[config.mk]
export PLATFORM = sky130hd
export DESIGN_NAME = gdcs_top
export DESIGN_NICKNAME = d
export VERILOG_FILES = /design/src/gdcs_pkg.sv /design/src/gdcs_top.sv
export SDC_FILE = /design/constraint.sdc
export NUM_CORES = 1
export LEC_CHECK = 0
export ABC_CLOCK_PERIOD_IN_PS = 11800
export BUFFER_PORTS_ARGS = -buffer_cell sky130_fd_sc_hd__buf_2
export CORE_ASPECT_RATIO = 1.2
export CORE_UTILIZATION = 30
export DETAILED_ROUTE_END_ITERATION = 10
export GPL_TIMING_DRIVEN = 0
export PLACE_DENSITY = 0.44
export SETUP_SLACK_MARGIN = 0.02
export SLEW_MARGIN = 10
export SYNTH_ARGS = -nofsm -noshare
export SYNTH_HDL_FRONTEND = slang
export SYNTH_SLANG_ARGS = --single-unit
[constraint.sdc]
create_clock -name clk -period 11.8 [get_ports clk]
set_input_delay 0.59 -clock clk [delete_from_list [all_inputs] [get_ports clk]]
set_output_delay 0.59 -clock clk [all_outputs]
set_load 0.01 [all_outputs]
[src/gdcs_pkg.sv]
// Package for the gate drive current sequencer: register map, field
// layouts, reset values, current tables and timing constants.
// Assumes a 32-bit AHB-Lite register bus and a 50 MHz clock.
package gdcs_pkg;
    // Register byte offsets
    localparam logic [7:0] ADDR_CURRENT = 8'h00;
    localparam logic [7:0] ADDR_PDR = 8'h04;
    localparam logic [7:0] ADDR_TIMING = 8'h08;
    localparam logic [7:0] ADDR_STATUS = 8'h0c;
    localparam logic [7:0] ADDR_MEASURE = 8'h10;
    localparam logic [7:0] ADDR_APPLIED = 8'h14;
    // Current register fields
    localparam int SRC_LSB = 0;
    localparam int SNK_LSB = 4;
    localparam int LOR_BIT = 8;
    localparam int ADV_BIT = 9;
    localparam int MODE_BIT = 10;
    localparam int FWM_LSB = 12;
    localparam int THR_LSB = 16;
    // Gain/init register fields
    localparam int CHI_LSB = 0;
    localparam int DCI_LSB = 8;
    localparam int KPP_LSB = 16;
    localparam int KPS_LSB = 20;
    localparam int PMAX_LSB = 24;
    // Timing register fields, all in clock cycles
    localparam int TDRV_LSB = 0;
    localparam int TPC_LSB = 8;
    localparam int TPD_LSB = 16;
    localparam int TDLY_LSB = 24;
    // Reset values
    localparam logic [31:0] RST_CURRENT = 32'h0000_0088;
    localparam logic [31:0] RST_PDR = 32'hf011_1010;
    localparam logic [31:0] RST_TIMING = 32'h3008_0840;
    localparam logic [31:0] RST_TRF = 32'h0000_0010;
    localparam logic [7:0] ADDR_TRF = 8'h18;
    // Hold current code applied after the drive interval of a rising PWM edge
    localparam logic [3:0] HOLD_CODE = 4'h0;
    localparam logic [7:0] CUR_MAX = 8'hff;
    // Normal range currents in 0.5 mA units
    localparam logic [7:0] NORM_TAB [16] = '{8'h01, 8'h02, 8'h04, 8'h06, 8'h08, 8'h0a,
        8'h0c, 8'h0e, 8'h10, 8'h18, 8'h20, 8'h28, 8'h30, 8'h3e, 8'h60, 8'h7c};
    // Low range currents in 10 uA units
    localparam logic [7:0] LOW_TAB [16] = '{8'h05, 8'h0b, 8'h11, 8'h17, 8'h1d, 8'h23,
        8'h29, 8'h3c, 8'h48, 8'h55, 8'h64, 8'h78, 8'h8c, 8'ha0, 8'hb4, 8'he6};
    typedef enum logic [2:0] {
        GDCS_IDLE = 3'b000, GDCS_PRE = 3'b001, GDCS_DRIVE = 3'b011,
        GDCS_POST = 3'b010, GDCS_HOLD = 3'b110
    } gdcs_phase_e;
    // Gate current command to the analog stage
    typedef struct packed {
        logic src_en;
        logic snk_en;
        logic low_range;
        logic [7:0] level;
        logic [3:0] code;
    } gdcs_drive_s;
endpackage : gdcs_pkg

[src/gdcs_top.sv]
// Gate drive current sequencer: AHB-Lite registers, phase sequencing of
// peak, pre, post and hold currents, freewheel currents from the current register, switch-node timing.
// Assumes switch-node comparator levels and the PWM pin are asynchronous.
//
// Design decisions made here: the AHB-Lite slave port and the register addresses.
`timescale 1ns/100ps
module gdcs_top
    import gdcs_pkg::*;
(
    input wire logic clk,
    input wire logic rst,
    input wire logic hsel,
    input wire logic [31:0] haddr,
    input wire logic [1:0] htrans,
    input wire logic hwrite,
    input wire logic [2:0] hsize,
    input wire logic [31:0] hwdata,
    input wire logic hready,
    output logic [31:0] hrdata,
    output logic hreadyout,
    output logic hresp,
    input wire logic pwm_in,
    input wire logic sn_above_low,
    input wire logic sn_above_high,
    output gdcs_drive_s drive,
    output logic [7:0] fw_chr_level,
    output logic [7:0] fw_dchr_level,
    output logic [1:0] threshold_sel,
    output logic fault_blank
);
    // Registers
    logic [31:0] reg_current;
    logic [31:0] reg_pdr;
    logic [31:0] reg_timing;
    logic [31:0] reg_trf;
    logic [3:0] source_current_code;
    logic [3:0] sink_current_code;
    logic low_range_select;
    logic adv_en;
    logic hb_mode;
    logic [7:0] pre_chr_cur;
    logic [7:0] pre_dchr_cur;
    logic locked;
    logic [7:0] ton_meas;
    logic [7:0] toff_meas;
    logic [7:0] trise_meas;
    logic [7:0] tfall_meas;
    logic [3:0] err_flags;
    // Bus pipeline
    logic wr_pend;
    logic [7:0] wr_addr;
    // Synchronisers
    logic [2:0] pwm_s1;
    logic pwm_s2;
    logic low_s2;
    logic high_s2;
    logic pwm_d;
    // Sequencer
    gdcs_phase_e phase;
    logic rising;
    logic [7:0] tcount;
    logic [7:0] dcount;
    logic low_seen;
    logic high_seen;
    logic [7:0] edge_t;

    // Table lookup of the current level for a code
    function automatic logic [7:0] level_of(input logic [3:0] code, input logic lo);
        level_of = lo ? LOW_TAB[code] : NORM_TAB[code];
    endfunction : level_of

    // Saturating step of a loop current
    function automatic logic [7:0] step_sat(input logic [7:0] cur, input logic [3:0] gain,
                                            input logic up, input logic [7:0] lim);
        logic [8:0] t;
        t = 9'h000;
        if (up) begin
            t = {1'b0, cur} + {5'h00, gain};
            step_sat = (t > {1'b0, lim}) ? lim : t[7:0];
        end else begin
            step_sat = (cur > {4'h0, gain}) ? cur - {4'h0, gain} : 8'h00;
        end
    endfunction : step_sat

    // Delay measured against target: sets up-request when too slow
    function automatic logic too_slow(input logic [7:0] meas, input logic [7:0] tgt);
        too_slow = meas > tgt;
    endfunction : too_slow

    // AHB-Lite slave: zero wait, OKAY always, write data in data phase
    always_ff @(posedge clk or posedge rst) begin
        if (rst) begin
            wr_pend <= 1'b0;
            wr_addr <= 8'h00;
            hrdata <= 32'h0000_0000;
        end else if (hready) begin
            wr_pend <= hsel && htrans[1] && hwrite;
            wr_addr <= haddr[7:0];
            if (hsel && htrans[1] && !hwrite) begin
                case (haddr[7:0])
                    ADDR_CURRENT: hrdata <= reg_current;
                    ADDR_PDR: hrdata <= reg_pdr;
                    ADDR_TIMING: hrdata <= reg_timing;
                    ADDR_TRF: hrdata <= reg_trf;
                    ADDR_STATUS: hrdata <= {20'h00000, err_flags, locked, adv_en && hb_mode,
                                            1'b0, 2'b00, phase};
                    ADDR_MEASURE: hrdata <= {trise_meas, tfall_meas, toff_meas, ton_meas};
                    ADDR_APPLIED: hrdata <= {pre_dchr_cur, pre_chr_cur, 7'h00,
                                             low_range_select, sink_current_code,
                                             source_current_code};
                    default: hrdata <= 32'h0000_0000;
                endcase
            end
        end
    end

    // Bus answers without wait states
    always_ff @(posedge clk or posedge rst) begin
        if (rst) begin
            hreadyout <= 1'b1;
            hresp <= 1'b0;
        end else begin
            hreadyout <= 1'b1;
            hresp <= 1'b0;
        end
    end

    // Configuration registers written by software
    always_ff @(posedge clk or posedge rst) begin
        if (rst) begin
            reg_current <= RST_CURRENT;
            reg_pdr <= RST_PDR;
            reg_timing <= RST_TIMING;
            reg_trf <= RST_TRF;
        end else if (wr_pend) begin
            case (wr_addr)
                ADDR_CURRENT: reg_current <= hwdata;
                ADDR_PDR: reg_pdr <= hwdata;
                ADDR_TIMING: reg_timing <= hwdata;
                ADDR_TRF: reg_trf <= hwdata;
                default: ;
            endcase
        end
    end

    // Two-flop synchronisers for pins
    always_ff @(posedge clk or posedge rst) begin
        if (rst) begin
            pwm_s1 <= 3'b000;
            pwm_s2 <= 1'b0;
            low_s2 <= 1'b0;
            high_s2 <= 1'b0;
            pwm_d <= 1'b0;
        end else begin
            pwm_s1 <= {sn_above_high, sn_above_low, pwm_in};
            pwm_s2 <= pwm_s1[0];
            low_s2 <= pwm_s1[1];
            high_s2 <= pwm_s1[2];
            pwm_d <= pwm_s2;
        end
    end

    always_ff @(posedge clk or posedge rst) begin
        if (rst) begin
            source_current_code <= RST_CURRENT[SRC_LSB +: 4];
            sink_current_code <= RST_CURRENT[SNK_LSB +: 4];
            low_range_select <= RST_CURRENT[LOR_BIT];
            adv_en <= RST_CURRENT[ADV_BIT];
            hb_mode <= RST_CURRENT[MODE_BIT];
        end else if (pwm_s2 != pwm_d) begin
            source_current_code <= reg_current[SRC_LSB +: 4];
            sink_current_code <= reg_current[SNK_LSB +: 4];
            low_range_select <= reg_current[LOR_BIT];
            adv_en <= reg_current[ADV_BIT];
            hb_mode <= reg_current[MODE_BIT];
        end
    end

    // Phase sequencer driven by PWM edges
    always_ff @(posedge clk or posedge rst) begin
        if (rst) begin
            phase <= GDCS_IDLE;
            rising <= 1'b0;
            tcount <= 8'h00;
        end else if (pwm_s2 != pwm_d) begin
            rising <= pwm_s2;
            tcount <= 8'h00;
            phase <= (reg_current[ADV_BIT] && reg_current[MODE_BIT]) ? GDCS_PRE : GDCS_DRIVE;
        end else begin
            tcount <= (tcount == CUR_MAX) ? tcount : tcount + 8'h01;
            case (phase)
                GDCS_PRE: if (tcount >= (rising ? reg_timing[TPC_LSB +: 8]
                                                 : reg_timing[TPD_LSB +: 8])) begin
                    phase <= GDCS_DRIVE;
                    tcount <= 8'h00;
                end
                GDCS_DRIVE: if (tcount >= reg_timing[TDRV_LSB +: 8]) begin
                    phase <= (adv_en && hb_mode && reg_pdr[KPS_LSB +: 4] != 4'h0)
                             ? GDCS_POST : GDCS_HOLD;
                    tcount <= 8'h00;
                end
                GDCS_POST: if (tcount >= reg_timing[TDLY_LSB +: 8]) begin
                    phase <= GDCS_HOLD;
                end
                GDCS_HOLD: phase <= GDCS_HOLD;
                GDCS_IDLE: phase <= GDCS_IDLE;
                default: phase <= GDCS_IDLE;
            endcase
        end
    end

    // Delay and slew timing from the synchronised PWM edge
    always_ff @(posedge clk or posedge rst) begin
        if (rst) begin
            dcount <= 8'h00;
            low_seen <= 1'b0;
            high_seen <= 1'b0;
            edge_t <= 8'h00;
            ton_meas <= 8'h00;
            toff_meas <= 8'h00;
            trise_meas <= 8'h00;
            tfall_meas <= 8'h00;
        end else if (pwm_s2 != pwm_d) begin
            dcount <= 8'h00;
            low_seen <= 1'b0;
            high_seen <= 1'b0;
        end else begin
            dcount <= (dcount == CUR_MAX) ? dcount : dcount + 8'h01;
            if (rising && !low_seen && low_s2) begin
                low_seen <= 1'b1;
                ton_meas <= dcount;
                edge_t <= dcount;
            end
            if (rising && low_seen && !high_seen && high_s2) begin
                high_seen <= 1'b1;
                trise_meas <= dcount - edge_t;
            end
            if (!rising && !high_seen && !high_s2) begin
                high_seen <= 1'b1;
                toff_meas <= dcount;
                edge_t <= dcount;
            end
            if (!rising && high_seen && !low_seen && !low_s2) begin
                low_seen <= 1'b1;
                tfall_meas <= dcount - edge_t;
            end
        end
    end

    // Comparison of measured times with targets
    always_ff @(posedge clk or posedge rst) begin
        if (rst) begin
            err_flags <= 4'h0;
        end else begin
            err_flags[0] <= too_slow(ton_meas, reg_timing[TDLY_LSB +: 8]);
            err_flags[1] <= too_slow(toff_meas, reg_timing[TDLY_LSB +: 8]);
            err_flags[2] <= too_slow(trise_meas, reg_trf[7:0]);
            err_flags[3] <= too_slow(tfall_meas, reg_trf[7:0]);
        end
    end

    // Pre-charge loop currents, updated once per measured edge
    always_ff @(posedge clk or posedge rst) begin
        if (rst) begin
            pre_chr_cur <= RST_PDR[CHI_LSB +: 8];
            pre_dchr_cur <= RST_PDR[DCI_LSB +: 8];
            locked <= 1'b0;
        end else if (!(adv_en && hb_mode)) begin
            pre_chr_cur <= reg_pdr[CHI_LSB +: 8];
            pre_dchr_cur <= reg_pdr[DCI_LSB +: 8];
            locked <= 1'b0;
        end else if (pwm_s2 != pwm_d) begin
            locked <= 1'b1;
            if (locked && !pwm_s2) begin
                pre_chr_cur <= step_sat(pre_chr_cur, reg_pdr[KPP_LSB +: 4],
                    too_slow(ton_meas, reg_timing[TDLY_LSB +: 8]), reg_pdr[PMAX_LSB +: 8]);
            end
            if (locked && pwm_s2) begin
                pre_dchr_cur <= step_sat(pre_dchr_cur, reg_pdr[KPP_LSB +: 4],
                    too_slow(toff_meas, reg_timing[TDLY_LSB +: 8]), reg_pdr[PMAX_LSB +: 8]);
            end
        end
    end

    // Gate current command per phase
    always_ff @(posedge clk or posedge rst) begin
        if (rst) begin
            drive <= '0;
            fault_blank <= 1'b0;
        end else begin
            drive.src_en <= (phase != GDCS_IDLE) && rising;
            drive.snk_en <= (phase != GDCS_IDLE) && !rising;
            drive.low_range <= low_range_select;
            fault_blank <= (phase == GDCS_DRIVE) || (phase == GDCS_PRE);
            case (phase)
                GDCS_PRE: begin
                    drive.code <= rising ? source_current_code : sink_current_code;
                    drive.level <= rising ? pre_chr_cur : pre_dchr_cur;
                end
                GDCS_DRIVE: begin
                    drive.code <= rising ? source_current_code : sink_current_code;
                    drive.level <= level_of(rising ? source_current_code : sink_current_code,
                                            low_range_select);
                end
                GDCS_POST: begin
                    drive.code <= rising ? source_current_code : sink_current_code;
                    drive.level <= step_sat(level_of(rising ? source_current_code
                        : sink_current_code, low_range_select),
                        reg_pdr[KPS_LSB +: 4], 1'b1, CUR_MAX);
                end
                GDCS_HOLD: begin
                    drive.code <= rising ? HOLD_CODE : sink_current_code;
                    drive.level <= rising ? level_of(HOLD_CODE, 1'b0) : CUR_MAX;
                end
                default: begin
                    drive.code <= HOLD_CODE;
                    drive.level <= 8'h00;
                end
            endcase
        end
    end

    // Freewheel currents and comparator thresholds
    always_ff @(posedge clk or posedge rst) begin
        if (rst) begin
            fw_chr_level <= 8'h00;
            fw_dchr_level <= 8'h00;
            threshold_sel <= 2'b00;
        end else begin
            fw_chr_level <= {4'h0, reg_current[FWM_LSB +: 4]};
            fw_dchr_level <= {4'h0, reg_current[FWM_LSB +: 4]};
            threshold_sel <= reg_current[THR_LSB +: 2];
        end
    end
endmodule : gdcs_top

==> impl_summary.txt, run 1 <==
----------------------------------------------------
[Logic synthesis]
  Post-synth EDFFs ... 0
  Area fraction of the dominant cell type after synthesis ... 41.50%
  Post-synth top flop ... dfrtp_1
  Sequential cell area fraction in the yosys report ... 44.70%
  Synthesized cell area ... 16400 µm²
  Top area cells in the synthesized netlist ... dfrtp_1 (41%), mux2_2 (10%), ha_1 (8.3%)
  Seq cells post-synth ... 292
  Number of distinct library cells after synthesis ... 78
  FFs w/ async S/R, synth ... 100.0%
  Yosys top cell by area ... dfrtp_1
  Gate count after technology mapping ... 1536
  Synth Area per Inst ... 10.68 µm²
  Yosys Warn Count ... 0

[Route]
  # DRC ... 0
  Sum of routed wire segments on met1 ... 27740 µm
  Top routing layer in use ... met4
  Mean number of vias per cell ... 5.482
  Number of detailed-routing iterations run before antenna repair ... 8
  WL met2 ... 30360 µm
  Per-cell routed wire length ... 26.10 µm
  Number of vias after detailed routing ... 13320
  Total length of routed met3 wires ... 2820 µm
  Number of nets still failing antenna checks after routing ... 0
  Violation count after the first detailed-route iteration ... 1350
  Final wirelength ... 63390 µm

[Global route]
  Maximum number of pins on one net before global-route repair ... 91
  GRT Util Overall ... 22.95%
  Number of antenna violations at the first check in global routing ... 0
  Wire length of the first global-routing pass ... 93580 µm
  Remaining global-route overflow ... 0
  Vias in the first global route ... 13320

[STA]
  Slew headroom ... 25.27%
  Ratio of final minimum period to clock period ... 43.05%
  Shortest clock period the worst path allows after layout ... 5.080 ns
  Total count of max-transition violations in the final report ... 0
  Final-layout setup total negative slack ... 0 ns
  Worst hold slack across all endpoints ... 0.03275 ns
  Final WS setup ... 6.720 ns
  Final count of negative-setup-slack endpoints ... 0
  Fin Clk Skew ... 0.01811 ns
  RSZ-0062 raised after global routing ... false
  Tightest Pin Transition ... 1.121 ns
  Maximum achievable frequency ... 0.1968 GHz
  Final hold violation count ... 0

[Power]
  Leakage power total ... 8.997 nW
  Net switching power ... 0.001102 W
  Combinational cell fraction of total power ... 25.2%
  Fraction of power spent switching nets ... 34.32%
  Sequential share of power ... 39.5%
  Power Density ... 167.8 nW/µm²
  IR Drop Worst-Case VDD ... 0.09512 mV
  Power Internal ... 0.002109 W
  Total power draw ... 0.003212 W
  Clock group share of total power ... 35.2%

[Clock tree]
  Setup bufs post-CTS ... 0
  CTS tree ... built
  Source-to-sink clock delay at the later pin of the worst-skew pair ... 0.56 ns
  Depth of the CTS H-tree ... 2
  Clock root buffer ... clkbuf_16
  Buffer levels on the longest clock path ... 3
  Clock transition at path regs ... 0.06 ns
  Clock Sink Count ... 292
  Cts repair resizes ... 0
  Total CTS buffers ... 37
  Total of hold buffers inserted after clock tree synthesis ... 0

[Critical path]
  Data arrival time of the critical path ... 5.46 ns
  Cell mode on critical path ... buf_2
  Cell family with the largest share of critical-path delay ... buffers and inverters
  Setup crit end kind ... register
  Count of buffering cells on the critical path with inverters included ... 5
  Required time at the endpoint of the critical path ... 12.18 ns
  Cell-by-cell trace of the critical path ... buf_2, buf_2, buf_2, buf_2, clkbuf_1, mux2i_1, ha_1, a211oi_1, o311a_1, a211oi_1, nor4b_1
  Sort of element at the start of the critical path ... register
  Maximum cell stage delay along the critical path ... 0.86 ns
  Critical-path top delay cell ... clkbuf_1
  Type of the worst setup path ... register to register
  Worst R2R Start ... rising
  Worst Path Max Fanout ... 10
  Origin of the worst setup path ... rising

[Floorplanning]
  Horizontal extent of the die ... 215.5 µm
  Top Ports ... 145
  Height of the chip ... 258.1 µm
  Core Box Area ... 53880 µm²
  FP Rows ... 93
  Die footprint ... 55620 µm²
  Starting Density ... 30.44%

[Outcome]
  Outcome ... finished, final reports clean

[Hold path]
  Class of the most critical hold timing path ... input pin to asynchronous set/reset pin

[Cells and area]
  Fraction of final layout cells with drive strength greater than 1 ... 23.12%
  Most frequent cells in the layout ... dfrtp_1 (272), mux2_2 (149), buf_2 (129)
  Multi-input combinational cell area ... 8337 µm²
  Area occupied by registers ... 7332 µm²
  Antenna diode count ... 0
  Number of nets in the layout ... 1882
  Total of fill cells in the finished design ... 5429
  Area growth from synthesis to layout ... 16.67%
  Commonest non-fill, non-tap cell in the layout ... dfrtp_1

[Place]
  Pre-CTS worst setup slack ... 6.663 ns
  RePlAce Congestion ... 0.8692
  Number of buffers inserted by port buffering ... 104
  Detail Placement HPWL ... 48680 µm

[Run]
  Number of max-cap violations ... 0

----------------------------------------------------
## metrics by stage
step                      instance area, µm²  cells  util, %
after floorplan                        16430   1544        -
after global placement                 17840   2360    33.12
after detailed placement               17930   2363    33.29
after CTS                              19140   2429    35.52
after global routing                   19140   2429    35.52
final                                  19140   2429    35.52
## flip-flops by register name (all words and copies together), names as in the netlist, 8 cells and up
register      count
tfall_meas        8
hrdata           32
tcount            8
drive            15
pre_chr_cur       8
reg_pdr          32
toff_meas         8
trise_meas        8
reg_trf          32
dcount            8
reg_timing       32
reg_current      32
pre_dchr_cur      8
edge_t            8
ton_meas          8
wr_addr           8
## area by class of cell
type                       instances  share of cell area (%)
buffer                            98                   2.674
clock buffer                      57                   5.813
clock inverter                     9                  0.4708
inverter                          67                   1.353
multi-input combinational       1087                   43.57
sequential                       292                   38.32
tap                              712                   4.655
timing repair buffer             107                   3.152
## power by group through the flow
| stage | logic [W] | registers [W] | clock network (W) |
|---|---|---|---|
| 6_report | 0.000810 | 0.00127 | 0.00113 |
| 5_1_grt | 0.000900 | 0.00128 | 0.00120 |
| 4_1_cts | 0.000811 | 0.00126 | 0.00116 |
| 3_5_place_dp | 0.000808 | 0.00128 | 0 |
| 3_3_place_gp | 0.000791 | 0.00128 | 0 |
| 2_1_floorplan | 0.000543 | 0.00121 | 0 |
## routing by layer
layer / GRT usage [%] / up-vias
met5: 0 / -
met4: 8.688 / 0
met3: 2.792 / 116
met2: 38.51 / 408
met1: 30.14 / 6801
li1: - / 5990
## logic make-up after synthesis
group | Yosys count | synth area share [%]
and+or+nand+nor | 344 | 10.66
buffers and inverters | 165 | 4.653
DFF | 292 | 44.70
adders and majority gates | 115 | 9.047
AOI/OAI and AO/OA | 400 | 16.75
other | 2 | 0.04579
xor gates and xnor gates | 41 | 2.189
muxes | 177 | 11.95
## cells in the mapped netlist, types with 8 or more instances
master / count
o22ai_1: 24
a211oi_1: 8
nor2_1: 60
nand4_1: 20
nand2_1: 121
nor3_1: 21
a221oi_1: 10
a31oi_1: 18
buf_2: 25
o21a_1: 9
xnor2_1: 22
mux2i_1: 26
inv_1: 66
a21oi_1: 78
xor2_1: 19
nand2b_1: 18
a222oi_1: 42
and3_1: 13
ha_1: 109
dfstp_2: 20
mux2_2: 149
a21o_1: 44
o211ai_1: 11
buf_4: 16
clkbuf_1: 47
nand3_1: 26
dfrtp_1: 272
nor2b_1: 20
o21ai_0: 85
a22oi_1: 12
## final timing paths
path,to,slack (ns),cells after the start
max reg2reg,tcount[7],6.72,11
min in group clk,pwm_s1[2],0.15,1
max,tcount[7],6.72,11
max in group asynchronous,reg_pdr[20],10.13,5
min reg2reg,low_s2,0.35,0
min,pwm_s1[2],0.03,2
(Power assumes the default switching activity.)
==> run 2, diff against run 1 <==
Settings changed: ABC_AREA from default to 1, ABC_CLOCK_PERIOD_IN_PS 11800 to 5200.
Clock period 11.8 ns to 5.2 ns, I/O delays scaled along.
==> run 2 against run 1 <==
Clock-buffer cell count shrank 3; worst setup slack lost 5.5 ns; routed wire length increased by 10%; non-clock buffer count grew 17; hold slack worse by 0.024 ns; combinational power rose to 3.6 times the previous value; die area is 3.2% higher; clock power up 120%; sequential cell count unchanged; critical endpoint is now phase[1]; largest power group unchanged.
==> impl_summary.txt, run 2 <==
----------------------------------------------------
[Route]
  Violation count after the first detailed-route iteration ... 1212 (-10%)
  Number of detailed-routing iterations run before antenna repair ... 5 (-3)
  Number of nets still failing antenna checks after routing ... 0 (unchanged)
  Final wirelength ... 69770 µm (+10%)
  # DRC ... 0 (unchanged)
  Number of vias after detailed routing ... 15770 (+18%)
  Per-cell routed wire length ... 22.68 µm (-13%)
  Mean number of vias per cell ... 5.125 (-6.5%)

[Logic synthesis]
  Area fraction of the dominant cell type after synthesis ... 40.20% (-1.3 points)
  Seq cells post-synth ... 292 (unchanged)
  Top area cells in the synthesized netlist ... dfrtp_1 (40%), nand2_1 (13%), o21ai_0 (8.1%)
  Gate count after technology mapping ... 2145 (+40%)
  Sequential cell area fraction in the yosys report ... 43.30% (-1.4 points)
  FFs w/ async S/R, synth ... 100.0% (unchanged)
  Synthesized cell area ... 16930 µm² (+3.2%)
  Post-synth top flop ... dfrtp_1
  Most common cell in the netlist ... nand2_1
  Commonest cells post-synth ... nand2_1 (570), o21ai_0 (273), dfrtp_1 (272)
  Yosys top cell by area ... dfrtp_1
  Synth Area per Inst ... 7.895 µm² (-26%)
  Number of distinct library cells after synthesis ... 60 (-23%)
  Post-synth EDFFs ... 0 (unchanged)
  Yosys Warn Count ... 0 (unchanged)

[Cells and area]
  Commonest non-fill, non-tap cell in the layout ... nand2_1
  Most frequent cells in the layout ... nand2_1 (570), o21ai_0 (273), dfrtp_1 (272)
  Fraction of final layout cells with drive strength greater than 1 ... 11.62% (-11 points)
  Area growth from synthesis to layout ... 17.64%
  Multi-input combinational cell area ... 8215 µm² (-1.5%)
  Area occupied by registers ... 7332 µm² (unchanged)
  Total of fill cells in the finished design ... 5915 (+9.0%)
  Number of nets in the layout ... 2514 (+34%)
  Antenna diode count ... 0 (unchanged)

[Clock tree]
  Clock transition at path regs ... 0.06 ns (about the same)
  Clock Sink Count ... 292 (unchanged)
  Total of hold buffers inserted after clock tree synthesis ... 16 (+16)
  Clock root buffer ... clkbuf_16
  Depth of the CTS H-tree ... 2 (unchanged)
  Buffer levels on the longest clock path ... 3 (unchanged)
  CTS tree ... built
  Setup bufs post-CTS ... 0 (unchanged)
  Total CTS buffers ... 36 (-2.7%)
  Source-to-sink clock delay at the later pin of the worst-skew pair ... 0.57 ns (about the same)
  Cts repair resizes ... 0 (unchanged)

[STA]
  Total count of max-transition violations in the final report ... 0 (unchanged)
  RSZ-0062 raised after global routing ... false
  Shortest clock period the worst path allows after layout ... 3.946 ns (-1.134 ns)
  Tightest Pin Transition ... 0.9847 ns (-0.1362 ns)
  Slew headroom ... 34.35% (+9.1 points)
  Ratio of final minimum period to clock period ... 75.88% (+33 points)
  Final-layout setup total negative slack ... 0 ns (unchanged)
  Fin Clk Skew ... 0.02219 ns (+0.004080 ns)
  Final count of negative-setup-slack endpoints ... 0 (unchanged)
  Worst hold slack across all endpoints ... 0.008746 ns (-0.02401 ns)
  Maximum achievable frequency ... 0.2534 GHz (+29%)
  Final hold violation count ... 0 (unchanged)

[Floorplanning]
  FP Rows ... 95 (+2.2%)
  Top Ports ... 145 (unchanged)
  Core Box Area ... 55870 µm² (+3.7%)
  Height of the chip ... 262.3 µm (+1.6%)
  Starting Density ... 30.31% (-0.13 points)
  Horizontal extent of the die ... 218.9 µm (+1.6%)
  Die footprint ... 57400 µm² (+3.2%)

[Global route]
  Maximum number of pins on one net before global-route repair ... 38 (-58%)
  Remaining global-route overflow ... 0 (unchanged)
  Number of antenna violations at the first check in global routing ... 1 (+1)
  Wire length of the first global-routing pass ... 103400 µm (+11%)
  GRT Util Overall ... 24.58% (+1.6 points)
  Vias in the first global route ... 15660 (+18%)

[Hold path]
  Number of cells on the worst hold path ... 3
  Hold endpoint ... reg_pdr[16]
  Class of the most critical hold timing path ... input pin to register
  Start point of the worst hold path ... hwdata[16]

[Power]
  Leakage power total ... 10.45 nW (+16%)
  Total power draw ... 0.008481 W (+160%)
  Clock group share of total power ... 29.8% (-5.4 points)
  Combinational cell fraction of total power ... 34.4% (+9.2 points)
  Fraction of power spent switching nets ... 39.72% (+5.4 points)
  IR Drop Worst-Case VDD ... 0.2308 mV (+140%)
  Net switching power ... 0.003368 W (+210%)
  Sequential share of power ... 35.8% (-3.7 points)
  Power Density ... 425.7 nW/µm² (+150%)
  Power Internal ... 0.005113 W (+140%)

[Critical path]
  Setup crit end kind ... register
  Sort of element at the start of the critical path ... register
  Type of the worst setup path ... register to register
  Required time at the endpoint of the critical path ... 5.62 ns (-6.56 ns)
  Worst R2R Start ... rising
  Register-to-register setup slack ... 1.25 ns (-5.47 ns)
  Reg-to-Reg End ... phase[1]
  Data arrival time of the critical path ... 4.37 ns (-1.09 ns)
  Worst Path Max Fanout ... 10 (unchanged)
  Depth of the worst register-to-register path ... 12 (+1)

[Place]
  Number of buffers inserted by port buffering ... 106 (+1.9%)
  Detail Placement HPWL ... 54400 µm (+12%)
  RePlAce Congestion ... 0.8930 (+2.7%)

[Outcome]
  Outcome ... finished, final reports clean

[Run]
  Number of max-cap violations ... 0 (unchanged)

----------------------------------------------------
-- run 2: cell count changes after synthesis, sizes merged, moves of 12 or more --
cell    delta
nand2    +456
o21ai    +198
inv      +190
mux2     -151
nand3     +89
nor2      +46
a21o      -43
a222oi    -42
mux2i     -25
nand4     +25
nor2b     -20
nand2b    -18
xnor2     -14
and3      -12
-- run 2: per-stage QoR --
| step | worst slack (ns) | area (µm²) | std cells | util (%) |
|---|---|---|---|---|
| after global routing | 0.9710 | 19920 | 3076 | 35.66 |
| after floorplan | 1.081 | 16970 | 2153 | - |
| after global placement | -1.123 | 18410 | 2986 | 32.95 |
| after detailed placement | 1.276 | 18590 | 2995 | 33.28 |
| after CTS | 1.254 | 19920 | 3076 | 35.66 |
| final | 1.254 | 19920 | 3076 | 35.66 |
-- run 2: area by class of cell --
class                   count  share of cell area [%]
clock inverters            11                  0.3392
plain buffers              91                   2.236
repair buffers            131                   4.372
multi-input cells        1510                   41.24
clock buffers              54                   5.521
flip-flops and latches    292                   36.81
well taps                 727                   4.566
inverters                 260                   4.918
-- run 2: metal layers --
layer	up-vias	wire length [µm]	GRT usage (%)	share of wire (%)
li1	7481	-	-	-
met1	7717	29520	31.38	42
met2	435	33700	41.04	48
met3	133	3437	3.594	4.9
met4	0	3112	10.47	4.5
met5	-	0	0	0
-- run 2: worst max path at each step --
stage / from / end / cells after the start
4_1_cts: rising / phase[1] / 12
5_1_grt: rising / phase[1] / 12
3_5_place_dp: rising / phase[1] / 12
2_1_floorplan: rst / adv_en / 1
6_report: rising / phase[1] / 12
3_3_place_gp: rst / pwm_s1[2] / 2
-- run 2: cell families after synthesis --
logic type,share of synthesized area (%)
AO/OA/AOI/OAI,16.24
adder cells (fa/ha/maj),8.763
buffers and inverters,8.394
other,0.04435
XOR/XNOR,1.293
flip-flops,43.30
AND/OR/NAND/NOR,21.91
multiplexers,0.05911
-- run 2: critical path, cell delays in order (launching register included) --
cell	delay [ns]
dfrtp_1	0.34
buf_6	0.15
buf_8	0.16
clkbuf_1	0.64
clkbuf_1	0.49
o21ai_0	0.18
ha_1	0.33
a21oi_1	0.13
o21ai_0	0.10
a21oi_1	0.76
nand4_1	0.25
nand2_1	0.18
o21ai_0	0.09
-- run 2: power by group through the flow --
stage          logic [W]  clock network [W]  registers, W
4_1_cts          0.00292            0.00259       0.00303
5_1_grt          0.00331            0.00268       0.00307
3_3_place_gp     0.00284                  0       0.00307
3_5_place_dp     0.00289                  0       0.00307
6_report         0.00292            0.00253       0.00303
2_1_floorplan    0.00201                  0       0.00293
